## config.mk

```make
export PLATFORM = sky130hd
export DESIGN_NAME = charger_regulator_status_bank
export DESIGN_NICKNAME = d
export VERILOG_FILES = /design/src/design/status_bank_pkg.sv /design/src/design/line_sampler.sv /design/src/design/charger_status_capture.sv /design/src/design/charger_regulator_status_bank.sv
export SDC_FILE = /design/constraint.sdc
export NUM_CORES = 1
export LEC_CHECK = 0
export ABC_AREA = 1
export BUFFER_PORTS_ARGS = -buffer_cell sky130_fd_sc_hd__clkbuf_2
export CAP_MARGIN = 25
export CORE_AREA = 10 10 89 91
export DETAILED_ROUTE_END_ITERATION = 7
export DIE_AREA = 0 0 99 101
export PLACE_DENSITY = 0.7
export SYNTH_ARGS = -nofsm -noshare
export SYNTH_HDL_FRONTEND = slang
export SYNTH_SLANG_ARGS = --single-unit
```

## constraint.sdc

```tcl
create_clock -name mclk_in -period 1.5 [get_ports mclk_in]
set_input_delay 0.3 -clock mclk_in [delete_from_list [all_inputs] [get_ports mclk_in]]
set_output_delay 0.3 -clock mclk_in [all_outputs]
set_load 0.05 [all_outputs]
```

## src/design/status_bank_pkg.sv

```systemverilog
// shared constants and types for the charger and regulator status bank
package status_bank_pkg;
    // register map
    localparam logic [7:0] ADDR_DETAIL = 8'h1A;
    localparam logic [7:0] ADDR_TEMP_TIMER = 8'h1B;
    localparam logic [7:0] ADDR_RSVD_FIRST = 8'h1C;
    localparam logic [7:0] ADDR_RSVD_LAST = 8'h1F;
    localparam logic [7:0] ADDR_REG_GOOD = 8'h20;
    localparam logic [7:0] READ_UNMAPPED = 8'h00;

    // detail status fields
    localparam int BAT_COND_LSB = 4;
    localparam int CHG_STATE_LSB = 0;
    localparam logic [2:0] BAT_COND_RESET = 3'h7;
    localparam logic [2:0] CHG_STATE_RESET = 3'h0;

    // temperature and timer fields
    localparam int TEMP_SUM_BIT = 7;
    localparam int TEMP_ZONE_LSB = 4;
    localparam int DIE_REG_BIT = 2;
    localparam int SAFETY_LSB = 0;
    localparam logic [2:0] TEMP_ZONE_NOMINAL = 3'h0;
    localparam logic [2:0] TEMP_ZONE_RESET = 3'h0;
    localparam logic [1:0] SAFETY_RESET = 2'h0;

    // regulator power good fields
    localparam int CORE_BUCK_BIT = 7;
    localparam int SYSTEM_BUCK_BIT = 6;
    localparam int AON_LINEAR_BIT = 5;
    localparam int SYSTEM_LINEAR_BIT = 4;

    // input power code that means all input checks pass
    localparam logic [1:0] INPUT_POWER_VALID = 2'h3;

    // serial link
    localparam logic [3:0] BITS_PER_BYTE = 4'h8;
    localparam logic [3:0] LAST_BIT = 4'h7;

    typedef enum logic [3:0] {
        ST_IDLE,
        ST_ADDR,
        ST_ADDR_ACK,
        ST_PTR,
        ST_PTR_ACK,
        ST_WDATA,
        ST_WDATA_ACK,
        ST_RDATA,
        ST_RACK,
        ST_WAIT_STOP
    } link_state_type;
endpackage

```

## src/design/line_sampler.sv

```systemverilog
// registers the two serial lines and flags clock edges, start and stop
`timescale 1ns/1ps
module line_sampler (
    input wire logic mclk_in,
    input wire logic rst_in,
    input wire logic ce_in,
    input wire logic scl_in,
    input wire logic sda_in,
    output logic sda_level_out,
    output logic scl_rise_out,
    output logic scl_fall_out,
    output logic start_out,
    output logic stop_out
);
    logic scl_q;
    logic sda_q;
    logic scl_prev_q;
    logic sda_prev_q;

    always_ff @(posedge mclk_in)
    begin
        if (rst_in)
        begin
            scl_q <= 1'b1;
            sda_q <= 1'b1;
            scl_prev_q <= 1'b1;
            sda_prev_q <= 1'b1;
        end
        else if (ce_in)
        begin
            scl_q <= scl_in;
            sda_q <= sda_in;
            scl_prev_q <= scl_q;
            sda_prev_q <= sda_q;
        end
    end

    // edge flags one stage later so they line up with sda_level_out
    always_ff @(posedge mclk_in)
    begin
        if (rst_in)
        begin
            sda_level_out <= 1'b1;
            scl_rise_out <= 1'b0;
            scl_fall_out <= 1'b0;
            start_out <= 1'b0;
            stop_out <= 1'b0;
        end
        else if (ce_in)
        begin
            sda_level_out <= sda_q;
            scl_rise_out <= scl_q & ~scl_prev_q;
            scl_fall_out <= ~scl_q & scl_prev_q;
            start_out <= scl_q & scl_prev_q & sda_prev_q & ~sda_q;
            stop_out <= scl_q & scl_prev_q & ~sda_prev_q & sda_q;
        end
    end
endmodule

```

## src/design/charger_status_capture.sv

```systemverilog
// captures charger and regulator status levels into reset-defined flops
`timescale 1ns/1ps
module charger_status_capture (
    input wire logic mclk_in,
    input wire logic rst_in,
    input wire logic ce_in,
    input wire logic [2:0] battery_condition_in,
    input wire logic [2:0] charge_state_in,
    input wire logic [2:0] battery_temp_zone_in,
    input wire logic thermal_reg_active_in,
    input wire logic [1:0] safety_outcome_in,
    input wire logic [3:0] rail_good_in,
    input wire logic [1:0] input_power_code_in,
    input wire logic input_current_limited_in,
    output logic [2:0] battery_condition_out,
    output logic [2:0] charge_state_out,
    output logic [2:0] battery_temp_zone_out,
    output logic thermal_reg_active_out,
    output logic [1:0] safety_outcome_out,
    output logic [3:0] rail_good_out,
    output logic detail_valid_out
);
    import status_bank_pkg::*;

    always_ff @(posedge mclk_in)
    begin
        if (rst_in)
        begin
            battery_condition_out <= BAT_COND_RESET;
            charge_state_out <= CHG_STATE_RESET;
            battery_temp_zone_out <= TEMP_ZONE_RESET;
            thermal_reg_active_out <= 1'b0;
            safety_outcome_out <= SAFETY_RESET;
            rail_good_out <= 4'h0;
        end
        else if (ce_in)
        begin
            battery_condition_out <= battery_condition_in;
            // both fast-charge codes pass unchanged
            charge_state_out <= charge_state_in;
            battery_temp_zone_out <= battery_temp_zone_in;
            thermal_reg_active_out <= thermal_reg_active_in;
            safety_outcome_out <= safety_outcome_in;
            rail_good_out <= rail_good_in;
        end
    end

    always_ff @(posedge mclk_in)
    begin
        if (rst_in)
            detail_valid_out <= 1'b0;
        else if (ce_in)
            detail_valid_out <= (input_power_code_in == INPUT_POWER_VALID)
                && !input_current_limited_in;
    end
endmodule

```

## src/design/charger_regulator_status_bank.sv

```systemverilog
// two-wire slave exposing the read-only charger and regulator status bytes
`timescale 1ns/1ps
// How it works
// detail register is read-only; valid only with input power good and no current limit
// battery condition bits 6:4, eight codes, resets to 111
// charge state bits 2:0, idle through done, resets to 000
// fast charge shows as 011 or 100; 111 is reserved
// temperature summary bit 7 is 0 only when temperature zone is 000
// temperature zone bits 6:4: nominal, cold, cool, warm, hot; resets 000
// bit 2 shows die thermal regulation active; resets 0
// safety outcome bits 1:0: none, prequal, fast timeout, short test fail
// addresses 1C to 1F are reserved with no defined status
// regulator bit 7: core buck output inside its good window
// regulator bit 6: system buck output inside its good window
// regulator bit 5: always-on linear regulator inside its good window
// regulator bit 4: system linear regulator inside its good window
// regulator register read-only, flags reset 0, low nibble reads 0
// input power good only when the input power code is 11
// host writes to these status registers change nothing
module charger_regulator_status_bank #(
    parameter logic [6:0] DEV_ADDR = 7'h2A // arbitrary slave address
) (
    input wire logic mclk_in,
    input wire logic rst_in,
    input wire logic ce_in,
    input wire logic scl_in,
    input wire logic sda_in,
    output logic sda_out_out,
    output logic sda_oe_out,
    input wire logic [2:0] battery_condition_in,
    input wire logic [2:0] charge_state_in,
    input wire logic [2:0] battery_temp_zone_in,
    input wire logic thermal_reg_active_in,
    input wire logic [1:0] safety_outcome_in,
    input wire logic core_buck_good_in,
    input wire logic system_buck_good_in,
    input wire logic aon_linear_good_in,
    input wire logic system_linear_good_in,
    input wire logic [1:0] input_power_code_in,
    input wire logic input_current_limited_in,
    output logic detail_valid_out
);
    import status_bank_pkg::*;

    logic sda_level;
    logic scl_rise;
    logic scl_fall;
    logic start_seen;
    logic stop_seen;
    logic [2:0] battery_condition;
    logic [2:0] charge_state;
    logic [2:0] battery_temp_zone;
    logic thermal_reg_active;
    logic [1:0] safety_outcome;
    logic [3:0] rail_good;
    logic detail_valid;

    link_state_type state_q;
    logic [3:0] bit_cnt_q;
    logic [7:0] shift_q;
    logic [7:0] ptr_q;
    logic rw_q;
    logic [7:0] rd_byte;

    // two-cycle lag from pin to edge flag, the host phases must cover it
    line_sampler u_lines (
        .mclk_in(mclk_in),
        .rst_in(rst_in),
        .ce_in(ce_in),
        .scl_in(scl_in),
        .sda_in(sda_in),
        .sda_level_out(sda_level),
        .scl_rise_out(scl_rise),
        .scl_fall_out(scl_fall),
        .start_out(start_seen),
        .stop_out(stop_seen)
    );

    charger_status_capture u_status (
        .mclk_in(mclk_in),
        .rst_in(rst_in),
        .ce_in(ce_in),
        .battery_condition_in(battery_condition_in),
        .charge_state_in(charge_state_in),
        .battery_temp_zone_in(battery_temp_zone_in),
        .thermal_reg_active_in(thermal_reg_active_in),
        .safety_outcome_in(safety_outcome_in),
        .rail_good_in({core_buck_good_in, system_buck_good_in,
                       aon_linear_good_in, system_linear_good_in}),
        .input_power_code_in(input_power_code_in),
        .input_current_limited_in(input_current_limited_in),
        .battery_condition_out(battery_condition),
        .charge_state_out(charge_state),
        .battery_temp_zone_out(battery_temp_zone),
        .thermal_reg_active_out(thermal_reg_active),
        .safety_outcome_out(safety_outcome),
        .rail_good_out(rail_good),
        .detail_valid_out(detail_valid)
    );

    // byte presented to the host for a register address
    function automatic logic [7:0] read_byte(input logic [7:0] addr);
        logic [7:0] value;
        value = READ_UNMAPPED;
        if (addr == ADDR_DETAIL)
        begin
            value[BAT_COND_LSB +: 3] = battery_condition;
            value[CHG_STATE_LSB +: 3] = charge_state;
        end
        else if (addr == ADDR_TEMP_TIMER)
        begin
            value[TEMP_SUM_BIT] = (battery_temp_zone != TEMP_ZONE_NOMINAL);
            value[TEMP_ZONE_LSB +: 3] = battery_temp_zone;
            value[DIE_REG_BIT] = thermal_reg_active;
            value[SAFETY_LSB +: 2] = safety_outcome;
        end
        else if (addr == ADDR_REG_GOOD)
        begin
            // low nibble stays zero from the default
            value[CORE_BUCK_BIT] = rail_good[3];
            value[SYSTEM_BUCK_BIT] = rail_good[2];
            value[AON_LINEAR_BIT] = rail_good[1];
            value[SYSTEM_LINEAR_BIT] = rail_good[0];
        end
        // 1C..1F and everything else read as zero
        else if (addr >= ADDR_RSVD_FIRST && addr <= ADDR_RSVD_LAST)
        begin
            value = READ_UNMAPPED;
        end
        return value;
    endfunction

    // one decode feeds both places where a read byte is loaded
    always_comb
    begin
        rd_byte = read_byte(ptr_q);
    end

    // validity is only reported, the bytes are never blanked by it
    always_ff @(posedge mclk_in)
    begin
        if (rst_in)
            detail_valid_out <= 1'b0;
        else if (ce_in)
            detail_valid_out <= detail_valid;
    end

    // open-drain line: only ever pulled low
    always_ff @(posedge mclk_in)
    begin
        if (rst_in)
            sda_out_out <= 1'b0;
        else if (ce_in)
            sda_out_out <= 1'b0;
    end

    // link sequencer: sample on scl rise, drive on scl fall
    always_ff @(posedge mclk_in)
    begin
        if (rst_in)
        begin
            state_q <= ST_IDLE;
            bit_cnt_q <= 4'h0;
            shift_q <= 8'h00;
            ptr_q <= 8'h00;
            rw_q <= 1'b0;
            sda_oe_out <= 1'b0;
        end
        else if (ce_in)
        begin
            // a start anywhere restarts address matching
            if (start_seen)
            begin
                state_q <= ST_ADDR;
                bit_cnt_q <= 4'h0;
                sda_oe_out <= 1'b0;
            end
            else if (stop_seen)
            begin
                state_q <= ST_IDLE;
                sda_oe_out <= 1'b0;
            end
            else
            begin
                unique case (state_q)
                    ST_IDLE, ST_WAIT_STOP:
                    begin
                        sda_oe_out <= 1'b0;
                    end
                    ST_ADDR, ST_PTR, ST_WDATA:
                    begin
                        if (scl_rise && bit_cnt_q != BITS_PER_BYTE)
                        begin
                            shift_q <= {shift_q[6:0], sda_level};
                            bit_cnt_q <= bit_cnt_q + 4'h1;
                        end
                        else if (scl_fall && bit_cnt_q == BITS_PER_BYTE)
                        begin
                            bit_cnt_q <= 4'h0;
                            if (state_q == ST_ADDR)
                            begin
                                if (shift_q[7:1] == DEV_ADDR)
                                begin
                                    rw_q <= shift_q[0];
                                    sda_oe_out <= 1'b1;
                                    state_q <= ST_ADDR_ACK;
                                end
                                else
                                begin
                                    // foreign address: stay off the line until stop or a new start
                                    state_q <= ST_WAIT_STOP;
                                end
                            end
                            else if (state_q == ST_PTR)
                            begin
                                ptr_q <= shift_q;
                                sda_oe_out <= 1'b1;
                                state_q <= ST_PTR_ACK;
                            end
                            else
                            begin
                                // data byte acknowledged and dropped
                                sda_oe_out <= 1'b1;
                                state_q <= ST_WDATA_ACK;
                            end
                        end
                    end
                    ST_ADDR_ACK:
                    begin
                        if (scl_fall)
                        begin
                            if (rw_q)
                            begin
                                shift_q <= rd_byte;
                                sda_oe_out <= ~rd_byte[7];
                                state_q <= ST_RDATA;
                            end
                            else
                            begin
                                sda_oe_out <= 1'b0;
                                state_q <= ST_PTR;
                            end
                        end
                    end
                    ST_PTR_ACK, ST_WDATA_ACK:
                    begin
                        if (scl_fall)
                        begin
                            sda_oe_out <= 1'b0;
                            state_q <= ST_WDATA;
                        end
                    end
                    ST_RDATA:
                    begin
                        if (scl_fall)
                        begin
                            if (bit_cnt_q == LAST_BIT)
                            begin
                                bit_cnt_q <= 4'h0;
                                sda_oe_out <= 1'b0;
                                // pointer wraps past FF, a long burst restarts at 00
                                ptr_q <= ptr_q + 8'h01;
                                state_q <= ST_RACK;
                            end
                            else
                            begin
                                bit_cnt_q <= bit_cnt_q + 4'h1;
                                shift_q <= {shift_q[6:0], 1'b0};
                                sda_oe_out <= ~shift_q[6];
                            end
                        end
                    end
                    ST_RACK:
                    begin
                        // host nack ends the read burst
                        if (scl_rise)
                        begin
                            rw_q <= ~sda_level;
                        end
                        else if (scl_fall)
                        begin
                            if (rw_q)
                            begin
                                shift_q <= rd_byte;
                                sda_oe_out <= ~rd_byte[7];
                                state_q <= ST_RDATA;
                            end
                            else
                            begin
                                state_q <= ST_WAIT_STOP;
                            end
                        end
                    end
                    default:
                    begin
                        state_q <= ST_IDLE;
                        sda_oe_out <= 1'b0;
                    end
                endcase
            end
        end
    end
endmodule

```

==> results.md, run 1 <==
* Max-cap violation count at 0
* Htree depth at 2
* Ys async rst share at 0%
* CP max-delay cell: dfxtp_4
* GPL Wtd Cong at 0.894
* Period minus WS final at 1.58 ns
* Synth cell types at 36
* Core area at 6200 um2
* Yosys warns at 0
* WP data arrival at 1.81 ns
* CP endpoint kind: flip-flop
* Clock root buffer: clkbuf_8
* Largest net degree at the start of global routing at 39
* Drt total wl at 8100 um
* Final WS setup at -0.0827 ns
* DR vias/cell at about 5.2
* Syn Nets at just under 500
* Fin. Hold Viols at 0
* Worst clock skew at just under 0.007 ns
* Fin crit share at 106%
* Inst Count DP at 593
* Global-route wire length before repair at 13400 um
* Layout Nets at 562
* Non-filler cells, final at 611
* Crit start category: flip-flop
* Register area share after synthesis at between 30% and 40%
* Residual DRC at 0
* CP max stage delay at about 0.39 ns
* Most used DFF post-synth: dfxtp_1
* RSZ-0062 raised after global routing: true
* Crit path max fanout at 7
* Final instance area at around 3900 um2
* Die area at 10000 um2
* Crit. path cell count at 11
* Layout cells sized above 1 at approximately a third
* CP startpoint: bit_cnt_q[1]
* Worst hold path startpoint: battery_condition_in[0]
* Worst r2r src: bit_cnt_q[1]
* Hold Buf Count CTS at 0
* Die height at roughly 100 um
* Post-synth EDFFs at 0
* Via count at 3155
* Final slew viol count at 0
* Lkg Pwr at approximately 1.7 nW
* Mapped Area at 2970 um2
* Mapped Avg Cell Area at 6.35 um2
* Register bit total from synthesis at 52
* Req. time, crit path at 1.72 ns
* Vias in the first global route at slightly below 3000
* Cell Rows at 29
* Tot Pwr at 5.33 mW
* CP dominant cell by count: inv_4
* FILL cells at ~530
* Final setup fails at 23
* Reg2reg path depth at 11
* Maximum vdd drop at 0.000707 V
* Initial antenna violation count at 0
* Clk slew on worst S/H paths at 0.10 ns
* Grt ovf at 0
* Number of routed nets with antenna violations at 0
* Cell Area, Placed at around 3400 um2
* Critical path's top delay family: simple AND/OR/NAND/NOR gates
* Drt first pass iters at 4
* End point of the critical path: shift_q[0]
* PD cells at 1370 nW/um2
* Synthesis-to-layout area growth at 31.4%
* Flop2flop setup slack at -0.08 ns
* HPWL Detailed at 5540 um
* Clock sink count at between 50 and 60
* Fin util at 62.9%
* PortBufs at 25
* Status: finished, violations left
* Diode count at 0
* Boundary Pins at 27
* Worst-Skew Late Latency at 0.32 ns
* Worst r2r dst: shift_q[0]
* Buffers plus inverters on the worst setup path at 3
* DRT iter0 DRCs at about 190
* CTS buffer count at 5
* Crit Path Class: flip-flop to flip-flop
* Crit-path cells: inv_4, ha_4, nand3_4, nand2_4, inv_4, nor2_4, nor3_4, buf_12, nand2_8, a21oi_2, nor2_2
* Failing checks: setup timing
* Fmax at between 0.6 and 0.7 GHz
* Clk buf depth at 2
* Initial core utilization at 47.9%
* Routed length per placed instance at between 10 and 15 um
* Mapped Cells at 468
* GR Util All Layers at 15.8%
* CTS tree: done
* Die X at ~99 um
* Worst hold path class: input port to flip-flop
## timing repair
item | CTS | global route
cloned | 2 | 0
endpoints found under the setup margin | 26 | 26
resized for setup | 48 | 39
pin swaps | 14 | 16
setup buffers | 5 | 3
## state kept, by name, indices dropped and copies added, names as in the netlist, 2 cells and up
signal and count:
bit_cnt_q 4, ptr_q 8, shift_q 8, state_q 4
u_status.battery_condition_out 3, u_status.battery_temp_zone_out 3, u_status.charge_state_out 3, u_status.rail_good_out 4
u_status.safety_outcome_out 2
## report_power, final
group	leakage (nW)	switching (mW)	total (mW)	internal [mW]
Clock	0.0423	0.505	0.845	0.340
Combinational	1.22	1.58	2.68	1.10
Sequential	0.432	0.214	1.81	1.60
Total	1.69	2.30	5.33	3.04
## metrics by stage
step           setup TNS (ns)  hold WS (ns)  worst slack (ns)
2_1_floorplan               0         0.378          0.000476
3_3_place_gp            -1.39         0.435           -0.0999
3_5_place_dp            -2.57         0.440            -0.141
4_1_cts                -0.481         0.178           -0.0533
5_1_grt                 -3.43         0.190            -0.167
6_report               -0.968         0.181           -0.0827
## how the worst min path moves through the flow
stage | endpoint | cells past startpoint
2_1_floorplan | ptr_q[0] | 1
3_3_place_gp | u_status.battery_condition_out[2] | 2
3_5_place_dp | u_status.battery_condition_out[2] | 2
4_1_cts | u_status.battery_condition_out[0] | 3
5_1_grt | u_status.battery_condition_out[0] | 3
6_report | u_status.battery_condition_out[0] | 3
## layout make-up
class	instances	area, um2	area share (%)
repair inverters	1	7.51	0.192
inverters	44	185	4.74
multi-input cells	358	1940	49.6
clock inverters	3	26.3	0.673
repair buffers	71	518	13.3
clock buffers	5	68.8	1.76
flip-flops and latches	52	1070	27.3
well taps	77	96.3	2.47
## synthesized netlist by cell type (6+ instances only)
cell | instances | area, um2
dfxtp_1 | 52 | 1040
nor2_2 | 6 | 37.5
nor2_1 | 79 | 297
clkbuf_1 | 8 | 30.0
inv_2 | 7 | 26.3
o21ai_0 | 35 | 175
nor3_1 | 7 | 35.0
nand2_2 | 7 | 43.8
o21ai_1 | 6 | 30.0
a21oi_1 | 30 | 150
nand2_1 | 123 | 462
inv_1 | 37 | 139
nand3_1 | 30 | 150
## per-layer routing
layer	vias up	track usage, %	part of all wire (%)
li1	1636	-	-
met5	-	0	0
met3	16	3.22	4.1
met2	69	26.6	48
met4	0	4.41	1.8
met1	1434	19.9	46
## worst reg2reg max path, delay by kind of cell, from the launching register on
family,cells,cell delay (ns)
buffers and inverters,3,0.28
adder cells (fa/ha/maj),1,0.15
AO/OA/AOI/OAI,1,0.14
flip-flops,1,0.39
AND/OR/NAND/NOR,6,0.54
## cell usage in the layout (no fill, tap or decap), types with 3 or more instances in the layout
master	n
nand4_1	3
nand3_2	5
inv_1	33
ha_1	3
o21ai_1	6
o21ai_0	34
buf_6	6
nand3_4	3
nor3_1	6
nand2_4	6
inv_4	6
clkbuf_8	5
nand3_1	24
a21oi_1	23
buf_4	38
dfxtp_1	44
a21oi_2	8
nor2_2	14
nor2_4	6
clkbuf_2	25
dfxtp_4	6
inv_2	4
nand2_2	17
nor2_1	66
clkinvlp_4	3
nand2_1	110
## cell families (layout without fill, tap and decap cells)
logic type,count (synthesis),after routing,synth area share (%)
and+or+nand+nor,268,269,39.4
AOI/OAI and AO/OA,83,83,15.1
buffers and inverters,59,124,8.21
DFF,52,52,35.0
adders and majority gates,5,5,2.11
other,1,1,0.126
Note: power is estimated with default switching activity, not from simulation.
==> run 2, diff against run 1 <==
--- a/config.mk
+++ b/config.mk
@@ -6,12 +6,12 @@
 export NUM_CORES = 1
 export LEC_CHECK = 0
 export ABC_AREA = 1
-export BUFFER_PORTS_ARGS = -buffer_cell sky130_fd_sc_hd__clkbuf_2
 export CAP_MARGIN = 25
 export CORE_AREA = 10 10 89 91
 export DETAILED_ROUTE_END_ITERATION = 7
 export DIE_AREA = 0 0 99 101
-export PLACE_DENSITY = 0.7
+export DONT_BUFFER_PORTS = 1
+export PLACE_DENSITY = 0.66
 export SYNTH_ARGS = -nofsm -noshare
 export SYNTH_HDL_FRONTEND = slang
 export SYNTH_SLANG_ARGS = --single-unit
==> run 2 against run 1 <==
The run still ends with setup timing left. Design area is 0.61% lower. Global-route usage hardly changed. Sequential power up 2%. Worst setup slack got worse by 0.031 ns. Wire length increased by 4.0%. First-iteration DRC count up 47%. Critical path type unchanged. Critical endpoint is now bit_cnt_q[3]. Largest cell class unchanged. Highest routed layer unchanged.
==> results.md, run 2 (synthesis results as in run 1) <==
* CTS tree: done (unchanged)
* DRT iter0 DRCs at 285 (was 194)
* Crit. path cell count at 13 (was 11)
* Drt total wl at 8430 um (was 8100 um)
* Inst Count DP at 573 (was 593)
* Initial core utilization at 47.9% (unchanged)
* HPWL Detailed at 5680 um (was 5540 um)
* CP max stage delay at 0.39 ns (about the same)
* PortBufs at 0 (was 25)
* Die height at 101 um (unchanged)
* Fin. Hold Viols at 0 (unchanged)
* Worst-Skew Late Latency at 0.31 ns (was 0.32 ns)
* Req. time, crit path at 1.74 ns (was 1.72 ns)
* Highest-count cells in the layout ignoring fill and taps: nand2_1 (110), nor2_1 (66), buf_4 (50), dfxtp_1 (44), inv_1 (32) (was nand2_1 (110), nor2_1 (66), dfxtp_1 (44), buf_4 (38), o21ai_0 (34))
* Lkg Pwr at 1.67 nW (was 1.69 nW)
* PD cells at 1490 nW/um2 (was 1370 nW/um2)
* CP max-delay cell: dfxtp_4 (unchanged)
* Boundary Pins at 27 (unchanged)
* Core area at 6200 um2 (unchanged)
* Grt ovf at 0 (unchanged)
* Slew at the pin closest to its max-slew limit at between 0.5 and 0.6 ns
* Max-cap violation count at 0 (unchanged)
* Rel. slew slack at 65.5%
* Die area at 10000 um2 (unchanged)
* CP startpoint: bit_cnt_q[1] (unchanged)
* End point of the critical path: bit_cnt_q[3] (was shift_q[0])
* Critical path's top delay family: simple AND/OR/NAND/NOR gates (unchanged)
* Crit start category: flip-flop (unchanged)
* GR Util All Layers at 15.8% (about the same)
* Worst hold path class: input port to flip-flop (unchanged)
* Final setup fails at 22 (was 23)
* Clock root buffer: clkbuf_8 (unchanged)
* Clk slew on worst S/H paths at 0.10 ns (about the same)
* Initial antenna violation count at 0 (unchanged)
* Layout Nets at 545 (was 562)
* Flop2flop setup slack at -0.11 ns (was -0.08 ns)
* Drt first pass iters at 5 (was 4)
* Fmax at 0.620 GHz (was 0.632 GHz)
* Crit Path Class: flip-flop to flip-flop (unchanged)
* Fin crit share at 108% (was 106%)
* Hold Buf Count CTS at 0 (unchanged)
* Most common cell after layout, fill and taps aside: nand2_1 (unchanged)
* Diode count at 0 (unchanged)
* Final instance area at 3880 um2 (was 3900 um2)
* Worst r2r src: bit_cnt_q[1] (unchanged)
* Htree depth at 2 (unchanged)
* Final WS setup at -0.113 ns (was -0.0827 ns)
* Largest net degree at the start of global routing at 38 (was 39)
* CTS buffer count at 5 (unchanged)
* GPL Wtd Cong at 0.916 (was 0.894)
* Status: finished, violations left (unchanged)
* Die X at 99 um (unchanged)
* Reg2reg path depth at 13 (was 11)
* Layout cells sized above 1 at 31.1% (was 31.6%)
* Non-filler cells, final at 594 (was 611)
* Clk buf depth at 2 (unchanged)
* Vias in the first global route at 2962 (was 2944)
* Cell Rows at 29 (unchanged)
* Sum of negative setup slack at -1.28 ns (was -0.968 ns)
* CP endpoint kind: flip-flop (unchanged)
* Crit path max fanout at 3 (was 7)
* DR vias/cell at 5.38 (was 5.16)
* WP data arrival at 1.86 ns (was 1.81 ns)
* Residual DRC at 0 (unchanged)
* Buffers plus inverters on the worst setup path at 4 (was 3)
* RSZ-0062 raised after global routing: true (unchanged)
* Final slew viol count at 0 (unchanged)
* Global-route wire length before repair at 13500 um (was 13400 um)
* Via count at 3194 (was 3155)
* Worst r2r dst: bit_cnt_q[3] (was shift_q[0])
* Clock sink count at 52 (unchanged)
* Crit-path cells: inv_4, ha_4, nand3_4, nand2_4, inv_4, buf_4, nor2_2, o21ai_2, buf_4, nand3_2, nand2_1, nand2_1, nor2_1 (was inv_4, ha_4, nand3_4, nand2_4, inv_4, nor2_4, nor3_4, buf_12, nand2_8, a21oi_2, nor2_2)
* Cell Area, Placed at 3320 um2 (was 3420 um2)
* Maximum vdd drop at 0.000746 V (was 0.000707 V)
* Period minus WS final at 1.61 ns (was 1.58 ns)
* Top flop regs: ptr_q (8), shift_q (8) (unchanged)
* Worst clock skew at 0.0111 ns (was 0.00672 ns)
* Synthesis-to-layout area growth at 30.6% (was 31.4%)
* Number of routed nets with antenna violations at 0 (unchanged)
* Routed length per placed instance at 14.2 um (was 13.3 um)
* Failing checks: setup timing (unchanged)
## run 2: cell types whose count changed in the layout (fill, tap and decap cells not counted), sizes merged
cell      before  now
clkinv         0    1
bufinv         0    1
clkbuf        30    6
inv           45   44
buf           46   55
clkinvlp       3    0
## run 2: where the power goes
group	switching [mW]	internal [mW]
Clock	0.485	0.546
Combinational	1.66	1.23
Sequential	0.248	1.60
Total	2.40	3.37
## run 2: worst min-delay path by stage
stage | start | end | slack [ns] | depth (start not counted)
after CTS | rst_in | state_q[3] | 0.04 | 1
after detailed placement | rst_in | bit_cnt_q[1] | 0.37 | 1
after global placement | rst_in | bit_cnt_q[1] | 0.37 | 1
after floorplan | rst_in | ptr_q[0] | 0.38 | 1
final | rst_in | state_q[3] | 0.04 | 1
after global routing | rst_in | bit_cnt_q[0] | 0.02 | 1
## run 2: final cells by class
cell class	count	area, um2
multi-input cells	358	1970
flip-flops and latches	52	1070
fillers	532	2320
well taps	77	96.3
clock buffers	6	82.6
repair buffers	55	440
inverters	44	183
clock inverters	2	38.8
## run 2: per-layer routing
layer	part of all wire, %	vias up	GRT usage, %	wire length (um)
met3	5.7	10	3.36	480
met2	49	103	26.1	4090
li1	-	1603	-	-
met4	1.2	0	3.64	102
met5	0	-	0	0
met1	45	1478	20.4	3760
## run 2: stage by stage
stage          setup WS (ns)  total power [mW]  hold slack, ns  utilization, %
2_1_floorplan       0.000476              3.20           0.378               -
3_3_place_gp         -0.0870              3.91           0.367            53.6
3_5_place_dp          -0.147              3.93           0.369            53.6
4_1_cts              -0.0754              5.22          0.0402            58.2
5_1_grt               -0.233              6.13          0.0200            62.5
6_report              -0.113              5.77          0.0361            62.5
## run 2: timing repair
action,CTS,global route
pin swaps,13,21
buffers inserted,6,7
setup endpoints to repair,26,26
gates resized for setup,33,63
cloned,1,0
